[config.mk]
export PLATFORM = sky130hd
export DESIGN_NAME = safe_clock_startup_sequencer
export DESIGN_NICKNAME = d
export VERILOG_FILES = /design/src/logic/sequencer_pkg.sv /design/src/logic/safe_clock_startup_sequencer.sv
export VERILOG_INCLUDE_DIRS = /design/src /design/src/logic
export SDC_FILE = /design/constraint.sdc
export NUM_CORES = 1
export LEC_CHECK = 0
export ABC_CLOCK_PERIOD_IN_PS = 2460
export BUFFER_PORTS_ARGS = -buffer_cell sky130_fd_sc_hd__buf_2
export CAP_MARGIN = 25
export CORE_MARGIN = 2
export CORE_UTILIZATION = 31
export CTS_CLUSTER_DIAMETER = 100
export DETAILED_ROUTE_END_ITERATION = 10
export SLEW_MARGIN = 10
export SYNTH_ARGS = -nofsm -noshare
export SYNTH_HDL_FRONTEND = slang
export SYNTH_SLANG_ARGS = --single-unit
[constraint.sdc]
create_clock -name clk -period 2.46 [get_ports clk]
set_input_delay 0.492 -clock clk [delete_from_list [all_inputs] [get_ports clk]]
set_output_delay 0.492 -clock clk [all_outputs]
set_load 0.01 [all_outputs]
[src/logic/sequencer_consts.svh]
// Purpose: Offsets, field positions, reset values and counts of the
//          clock startup sequencer.
// Assumes: Register offsets are byte addresses on a plain register port.
// Notes:   Definitions only.
`ifndef SEQUENCER_CONSTS_SVH
`define SEQUENCER_CONSTS_SVH

// ==========================================================
// Sizes
`define NUM_OUT 7
`define SEQ_W 3
`define CNT_W 6
`define ADDR_W 4

// ==========================================================
// Counts
`define LOCK_STABLE_CYCLES 6'h20
`define SEQ_GAP_FB_CYCLES 6'h20

// ==========================================================
// Register offsets
`define REG_CTRL 4'h0
`define REG_ORDER 4'h4
`define REG_STATUS 4'h8
`define REG_CONFIG 4'hc

// ==========================================================
// Control fields and reset values
`define CTRL_SAFE_BIT 0
`define CTRL_SEQ_BIT 1
`define CTRL_REF_BIT 2
`define CTRL_SAFE_RESET 1'h1
`define CTRL_SEQ_RESET 1'h0
`define ORDER_RESET 21'h0

// ==========================================================
// Status fields
`define STAT_GATE_LSB 0
`define STAT_STATE_LSB 7
`define STAT_POS_LSB 9
`define STAT_LOCK_BIT 12
`define STAT_REF_BIT 13
`define STAT_LEGAL_BIT 14

`endif

[src/logic/sequencer_pkg.sv]
// Purpose: Types of the clock startup sequencer.
// Assumes: sequencer_consts.svh supplies the sizes.
// Notes:   The whole state of the sequencer is one packed struct.
`include "sequencer_consts.svh"

package sequencer_pkg;

    // ==========================================================
    // Startup states
    typedef enum logic [1:0] {
        st_wait_lock = 2'b00,
        st_sequence = 2'b01,
        st_running = 2'b10
    } seq_state_t;

    // ==========================================================
    // Complete register state
    typedef struct packed {
        logic lock_s1;
        logic lock_s2;
        logic fb_s1;
        logic fb_s2;
        logic fb_s3;
        logic safe_en;
        logic seq_en;
        logic ref_sel;
        logic [`NUM_OUT*`SEQ_W-1:0] order;
        seq_state_t st;
        logic [`CNT_W-1:0] cnt;
        logic [`SEQ_W-1:0] pos;
        logic [`NUM_OUT-1:0] gate;
        logic ref_act;
        logic legal;
        logic [31:0] rdata;
    } seq_regs_t;

endpackage

[src/logic/safe_clock_startup_sequencer.sv]
// Purpose: Holds output clock gates shut until lock is stable, then opens
//          them at once or in a programmed order; picks the reference.
// Assumes: clk is the input reference clock domain (40 MHz); lock_in and
//          fb_clk_in come from the clock manager, asynchronous to clk.
// Notes:   Feedback clock is sampled, so it must run well below clk/2.
// Function
// RULE1: With safe startup, gates stay shut until lock held for 32 cycles.
// RULE2: With sequencing, outputs open one by one in programmed order; the code opens all outputs that share an order slot together.
// RULE3: Consecutive sequence steps are 32 feedback clock cycles apart.
// RULE4: Two references; a select bit chooses the active one.
// RULE5: With spread spectrum built in, only the primary reference is used.
// RULE6: Reference 10-1066 MHz, or 25-150 MHz with spread spectrum; the code does not check the reference frequency.
// RULE7: Dynamic reconfiguration needs integer multiplier and dividers.
// RULE8: Spread spectrum excludes phase shifting and minimum power.
// RULE9: Minimum jitter and maximum input filtering are mutually exclusive.
// RULE10: Lock loss shuts all gates, clears counts, restarts startup.
//
// Our own choices: the plain strobed port and the register offsets.
`timescale 1ns/1ps
`include "sequencer_consts.svh"

module safe_clock_startup_sequencer #(
    parameter bit SS_EN = 1'b0,
    parameter bit DPS_EN = 1'b0,
    parameter bit MINPWR_EN = 1'b0,
    parameter bit DYNRECFG_EN = 1'b0,
    parameter bit MINJIT_EN = 1'b0,
    parameter bit MAXFILT_EN = 1'b0,
    parameter logic [2:0] MULT_FRAC = 3'h0,
    parameter logic [2:0] IN_DIV_FRAC = 3'h0,
    parameter logic [2:0] OUT_DIV_FRAC = 3'h0,
    parameter logic [`CNT_W-1:0] LOCK_CYCLES = `LOCK_STABLE_CYCLES,
    parameter logic [`CNT_W-1:0] GAP_CYCLES = `SEQ_GAP_FB_CYCLES
) (
    input wire logic clk,
    input wire logic rstn,
    input wire logic lock_in,
    input wire logic fb_clk_in,
    input wire logic [`ADDR_W-1:0] addr,
    input wire logic [31:0] wdata,
    input wire logic wr,
    input wire logic rd,
    output logic [31:0] rdata,
    output logic [`NUM_OUT-1:0] gate_en,
    output logic ref_sel_out,
    output logic config_legal
);

    // ==========================================================
    // State and decoded helpers
    sequencer_pkg::seq_regs_t r_q;
    sequencer_pkg::seq_regs_t r_d;
    logic fb_edge;
    logic cfg_legal;
    logic [5:0] cfg_bits;
    logic [`NUM_OUT-1:0] now_mask;
    logic [`NUM_OUT-1:0] later_mask;

    // Rising feedback edge, seen only past the synchroniser
    assign fb_edge = r_q.fb_s2 & ~r_q.fb_s3;

    // Build-time feature legality
    assign cfg_legal = !(SS_EN && (DPS_EN || MINPWR_EN)) // RULE8
        && !(MINJIT_EN && MAXFILT_EN) // RULE9
        && !(DYNRECFG_EN && ((MULT_FRAC | IN_DIV_FRAC | OUT_DIV_FRAC)
            != 3'h0)); // RULE7
    assign cfg_bits = {MAXFILT_EN, MINJIT_EN, DYNRECFG_EN,
        MINPWR_EN, DPS_EN, SS_EN};

    // Outputs due at the current sequence position, and those still later
    always_comb begin
        for (int i = 0; i < `NUM_OUT; i++) begin
            now_mask[i] = r_q.order[i*`SEQ_W +: `SEQ_W] == r_q.pos; // RULE2
            later_mask[i] = r_q.order[i*`SEQ_W +: `SEQ_W] > r_q.pos;
        end
    end

    // ==========================================================
    // Next state
    always_comb begin
        r_d = r_q;
        // Two-flop synchronisers
        r_d.lock_s1 = lock_in;
        r_d.lock_s2 = r_q.lock_s1;
        r_d.fb_s1 = fb_clk_in;
        r_d.fb_s2 = r_q.fb_s1;
        r_d.fb_s3 = r_q.fb_s2;
        // Register writes
        if (wr) begin
            unique case (addr)
                `REG_CTRL: begin
                    r_d.safe_en = wdata[`CTRL_SAFE_BIT];
                    r_d.seq_en = wdata[`CTRL_SEQ_BIT];
                    r_d.ref_sel = wdata[`CTRL_REF_BIT]; // RULE4
                end
                `REG_ORDER: begin
                    r_d.order = wdata[`NUM_OUT*`SEQ_W-1:0];
                end
                default: begin
                end
            endcase
        end
        // Register reads, data valid for one cycle only
        r_d.rdata = 32'h0;
        if (rd) begin
            unique case (addr)
                `REG_CTRL: begin
                    r_d.rdata[`CTRL_SAFE_BIT] = r_q.safe_en;
                    r_d.rdata[`CTRL_SEQ_BIT] = r_q.seq_en;
                    r_d.rdata[`CTRL_REF_BIT] = r_q.ref_sel;
                end
                `REG_ORDER: begin
                    r_d.rdata[`NUM_OUT*`SEQ_W-1:0] = r_q.order;
                end
                `REG_STATUS: begin
                    r_d.rdata[`STAT_GATE_LSB +: `NUM_OUT] = r_q.gate;
                    r_d.rdata[`STAT_STATE_LSB +: 2] = r_q.st;
                    r_d.rdata[`STAT_POS_LSB +: `SEQ_W] = r_q.pos;
                    r_d.rdata[`STAT_LOCK_BIT] = r_q.lock_s2;
                    r_d.rdata[`STAT_REF_BIT] = r_q.ref_act;
                    r_d.rdata[`STAT_LEGAL_BIT] = r_q.legal;
                end
                `REG_CONFIG: begin
                    r_d.rdata[5:0] = cfg_bits;
                end
                default: begin
                end
            endcase
        end
        // Reference choice, secondary blocked under spread spectrum
        r_d.ref_act = SS_EN ? 1'b0 : r_q.ref_sel; // RULE4 RULE5
        r_d.legal = cfg_legal;
        // Startup sequencing
        if (!r_q.lock_s2) begin
            r_d.st = sequencer_pkg::st_wait_lock; // RULE10
            r_d.cnt = '0;
            r_d.pos = '0;
            r_d.gate = '0;
        end else begin
            unique case (r_q.st)
                sequencer_pkg::st_wait_lock: begin
                    if (!r_q.safe_en
                        || r_q.cnt == LOCK_CYCLES - 6'h01) begin // RULE1
                        r_d.cnt = '0;
                        r_d.pos = '0;
                        if (r_q.seq_en) begin
                            r_d.st = sequencer_pkg::st_sequence;
                        end else begin
                            r_d.st = sequencer_pkg::st_running;
                            r_d.gate = '1;
                        end
                    end else begin
                        r_d.cnt = r_q.cnt + 6'h01;
                    end
                end
                sequencer_pkg::st_sequence: begin
                    r_d.gate = r_q.gate | now_mask; // RULE2
                    if (later_mask == '0) begin
                        r_d.st = sequencer_pkg::st_running;
                    end else if (fb_edge) begin
                        if (r_q.cnt == GAP_CYCLES - 6'h01) begin // RULE3
                            r_d.cnt = '0;
                            r_d.pos = r_q.pos + 3'h1;
                        end else begin
                            r_d.cnt = r_q.cnt + 6'h01;
                        end
                    end
                end
                sequencer_pkg::st_running: begin
                    r_d.gate = '1;
                end
                default: begin
                    r_d.st = sequencer_pkg::st_wait_lock;
                end
            endcase
        end
    end

    // ==========================================================
    // State register, synchronous active-low reset
    always_ff @(posedge clk) begin
        if (!rstn) begin
            r_q <= '0;
            r_q.safe_en <= `CTRL_SAFE_RESET;
            r_q.seq_en <= `CTRL_SEQ_RESET;
            r_q.order <= `ORDER_RESET;
        end else begin
            r_q <= r_d;
        end
    end

    // Outputs straight from flip-flops
    assign rdata = r_q.rdata;
    assign gate_en = r_q.gate;
    assign ref_sel_out = r_q.ref_act;
    assign config_legal = r_q.legal;

    // ==========================================================
    // Checks: helper counters
    logic [7:0] lock_run_q;
    logic [7:0] fb_since_q;
    always_ff @(posedge clk) begin
        if (!rstn || !r_q.lock_s2) begin
            lock_run_q <= 8'h0;
        end else if (lock_run_q != 8'hff) begin
            lock_run_q <= lock_run_q + 8'h01;
        end
    end
    always_ff @(posedge clk) begin
        if (!rstn || r_q.st != sequencer_pkg::st_sequence
            || r_q.pos != r_d.pos) begin
            fb_since_q <= 8'h0;
        end else if (fb_edge && fb_since_q != 8'hff) begin
            fb_since_q <= fb_since_q + 8'h01;
        end
    end
endmodule

==> summary.md <==
| Metric | Value |
|---|---|
| Power per cell area | 641 nW/um^2 |
| Count of synthesis-stage warnings from yosys | 0 |
| Count of final hold-check violations | 0 |
| Element type at the critical path end | flip-flop |
| First-pass GRT wire length | 12800 um |
| Residual overflow from global routing | 0 |
| Tmin final | 2.33 ns |
| Number of antenna violations at the first check in global routing | 0 |
| Fill cell count | 1096 |
| CTS sink cnt | 70 |
| Portion of the clock cycle consumed by the worst path in the final layout | 94.5% |
| Class of the tightest hold or removal check | in -> reg |
| Fraction of power consumed by sequential logic | 45.0% |
| Area growth from synthesis to layout | 16.4% |
| Proportion of layout cells with a drive suffix above 1 | 26.3% |
| Setup Total Neg Slack | 0 ns |
| Placement Cell Area | 3700 um^2 |
| Top cells by count, synth | sky130_fd_sc_hd__dfxtp_1, sky130_fd_sc_hd__nand2_1, sky130_fd_sc_hd__buf_4 |
| Global-route met1 utilization | 18.7% |
| Unique cell type count in the Yosys netlist | 49 |
| Result of the run | finished clean |
| Final setup violation count | 0 |
| Depth of the CTS H-tree | 3 |
| RSZ-0062 raised after global routing | false |
| Initial detailed-routing violation count | 70 |
| Largest net degree at the start of global routing | 22 |
| Final design area excluding fillers | 3990 um^2 |
| Startpoint-to-endpoint class of the critical path | reg -> reg |
| Count of state elements after synthesis | 70 |
| Pre-CTS worst setup slack | ~0.058 ns |
| F_max | 430 MHz |
| Internal power of the cells | 2.03 mW |
| Final slew viol count | 0 |
| Vias in the first global route | about 2600 |
| Boundary pin count | between 80 and 90 |
| Highest net fanout along the worst path | 7 |
| Met2 Usage GRT | a little over a fifth |
| Net count reported at finish | 475 |
| CTS Root Buffer Type | sky130_fd_sc_hd__clkbuf_8 |
| Sw power | 0.530 mW |
| Effective utilization at floorplan | 31.8% |
| Cell total after placement | 539 |
| Number of antenna-violating nets in the routed design | 0 |
| Aggregate global-route resource usage | 14.1% |
| CTS tree | built |
| Post-synth top flop | sky130_fd_sc_hd__dfxtp_1 |
| Die Y-Extent | approximately 110 um |
| GRT Max-Usage Layer | met2 |
| Post-Syn Instances | 367 |
| Vias post-DR | about 2600 |
| Cell area after synthesis | 3430 um^2 |
| Part of the power in the clock network | 50.5% |
| Net switching share of the total power | 20.7% |
| Crit path launch type | flip-flop |
| Area of the core region | about 11000 um^2 |
| Top cell type by total area after synthesis | sky130_fd_sc_hd__dfxtp_1 |
| Fraction of synthesized cell area taken by the top area cell type | 40.9% |
| Final weighted congestion in routability-driven placement | 0.825 |
| Most instantiated library cell after synthesis | sky130_fd_sc_hd__dfxtp_1 |
| Wire length after detailed routing | 7860 um |
| Required time of the worst setup path | 2.76 ns |
| Port bufs | 60 |
| Combinational group share of total power | 4.5% |
| Clock slew at the register clock pins of the worst setup and hold paths | 0.08 ns |
| Cell row count | 38 |
| Number of optimization iterations in the first detailed-route pass | 4 |
| GR Util met3 | 3.17% |
| Async set-or-reset flop fraction in the synthesized netlist | 0% |
| Via-to-Cell Ratio | about 4.7 |
| Worst-case vdd ir drop | ~260 uV |
| Data arrival time of the critical path | 2.62 ns |
| Diode insertion count for antenna repair | 0 |
| Maximum clock insertion buffer count | 2 |
| Share of the yosys chip area belonging to registers | 40.9% |
| Fin Clk Skew | just under 0.008 ns |
| Slew headroom | between 50% and 60% |
| Post-route setup slack | 0.134 ns |
| Number of buffers inserted during clock tree synthesis | 9 |
| Die area | 11900 um^2 |
| Number of synthesized flops with an enable pin | 0 |
| Latest clock arrival within the worst-skew pair | 0.35 ns |
| Mean routed wirelength per cell | 14.2 um |
| # Max-Cap Violations | 0 |
| Number of design rule violations left after detail routing | 0 |
| Die width | 109 um |
| Layout Utilization | 37.0% |
| Average instance area after synthesis | about 9.3 um^2 |
| HPWL after DPL | 5800 um |
| CTS Hold Buffers Added | 0 |
| Standby leakage power | 1.73 nW |
| Cell types with the largest area share after synthesis | sky130_fd_sc_hd__dfxtp_1, sky130_fd_sc_hd__buf_4, sky130_fd_sc_hd__ha_1 |
| Worst-Margin Slew | 0.682 ns |
| Post-route non-filler standard cell count | ~560 |
==> placed cells by master, fill, tap and decap left out, types with 2 or more instances in the layout <==
cell / instances
sky130_fd_sc_hd__nor3_1: 4
sky130_fd_sc_hd__mux2_2: 3
sky130_fd_sc_hd__nor2_1: 8
sky130_fd_sc_hd__a21boi_0: 21
sky130_fd_sc_hd__a21oi_1: 10
sky130_fd_sc_hd__mux2i_1: 5
sky130_fd_sc_hd__inv_1: 9
sky130_fd_sc_hd__nand3b_1: 6
sky130_fd_sc_hd__nor2b_1: 4
sky130_fd_sc_hd__inv_2: 2
sky130_fd_sc_hd__conb_1: 11
sky130_fd_sc_hd__and3_1: 3
sky130_fd_sc_hd__a21boi_1: 2
sky130_fd_sc_hd__nand2b_1: 4
sky130_fd_sc_hd__and2_1: 14
sky130_fd_sc_hd__a22o_1: 19
sky130_fd_sc_hd__a22oi_1: 5
sky130_fd_sc_hd__buf_2: 60
sky130_fd_sc_hd__nand3_1: 6
sky130_fd_sc_hd__nand2_1: 59
sky130_fd_sc_hd__nor3b_1: 2
sky130_fd_sc_hd__a21oi_2: 3
sky130_fd_sc_hd__a32o_1: 2
sky130_fd_sc_hd__o21ai_0: 8
sky130_fd_sc_hd__bufinv_16: 4
sky130_fd_sc_hd__dfxtp_1: 70
sky130_fd_sc_hd__ha_1: 23
sky130_fd_sc_hd__buf_4: 14
sky130_fd_sc_hd__clkbuf_8: 11
==> metrics by stage <==
step           hold slack (ns)  power (mW)
6_report                 0.340        2.56
3_5_place_dp             0.421        1.29
2_1_floorplan            0.412        1.25
3_3_place_gp             0.420        1.29
5_1_grt                  0.350        2.65
4_1_cts                  0.332        2.57
==> final timing paths <==
kind                                      startpoint                    to  slack (ns)  cells past startpoint
worst min-delay path                         lock_in    r_d[79]$_SDFF_PN0_        0.34                      2
worst max register to register  r_q[43]$_SDFFE_PN0P_  r_q[42]$_SDFFE_PN0P_        0.13                      8
worst min register to register    r_d[77]$_SDFF_PN0_    r_d[76]$_SDFF_PN0_        0.44                      1
worst max-delay path            r_q[43]$_SDFFE_PN0P_  r_q[42]$_SDFFE_PN0P_        0.13                      8
==> sequential cells by signal, indices dropped and copies added (netlist names) <==
name          count
config_legal      1
gate_en           7
r_d               4
r_q              36
rdata            21
ref_sel_out       1
==> cells by family after synthesis <==
| logic type | after synthesis | share of synthesized area (%) |
|---|---|---|
| muxes | 8 | 2.45 |
| buffers and inverters | 63 | 11.4 |
| AOI/OAI and AO/OA | 82 | 18.9 |
| other | 1 | 0.109 |
| adders and majority gates | 23 | 8.40 |
| and+or+nand+nor | 120 | 17.9 |
| DFF | 70 | 40.9 |
==> worst max-delay path, stage by stage (launching register included) <==
cell                        delay [ns]
sky130_fd_sc_hd__dfxtp_1          0.35
sky130_fd_sc_hd__inv_2            0.10
sky130_fd_sc_hd__ha_1             0.36
sky130_fd_sc_hd__a21oi_2          0.16
sky130_fd_sc_hd__nand2_2          0.09
sky130_fd_sc_hd__a2111oi_4        0.48
sky130_fd_sc_hd__a31oi_2          0.22
sky130_fd_sc_hd__or3_1            0.40
sky130_fd_sc_hd__a21oi_2          0.11
==> layer usage <==
layer	vias up	wire (um)
met5	-	0
met4	0	127
met3	11	425
met2	73	3470
met1	1192	3840
li1	1309	-
==> power groups by stage <==
stage          Sequential, mW  Combinational (mW)  Clock, mW
3_5_place_dp             1.18               0.114          0
5_1_grt                  1.15               0.130       1.36
2_1_floorplan            1.17              0.0777          0
6_report                 1.15               0.115       1.29
4_1_cts                  1.15               0.114       1.31
3_3_place_gp             1.18               0.112          0
==> final cells by class <==
| class | count | area (um^2) | share of cell area (%) |
|---|---|---|---|
| sequential | 70 | 1400 | 35.1 |
| tap | 140 | 175 | 4.39 |
| clock buffer | 11 | 151 | 3.80 |
| multi-input combinational | 244 | 1690 | 42.3 |
| timing repair buffer | 74 | 405 | 10.2 |
| clock inverter | 5 | 129 | 3.23 |
| inverter | 11 | 41.3 | 1.04 |
==> repair_timing <==
action,CTS,global route
endpoints found under the setup margin,0,6
gates resized for setup,0,3
setup buffers,0,0
endpoints found under the hold margin,0,0
No activity file was read; power rests on OpenSTA's default activity.
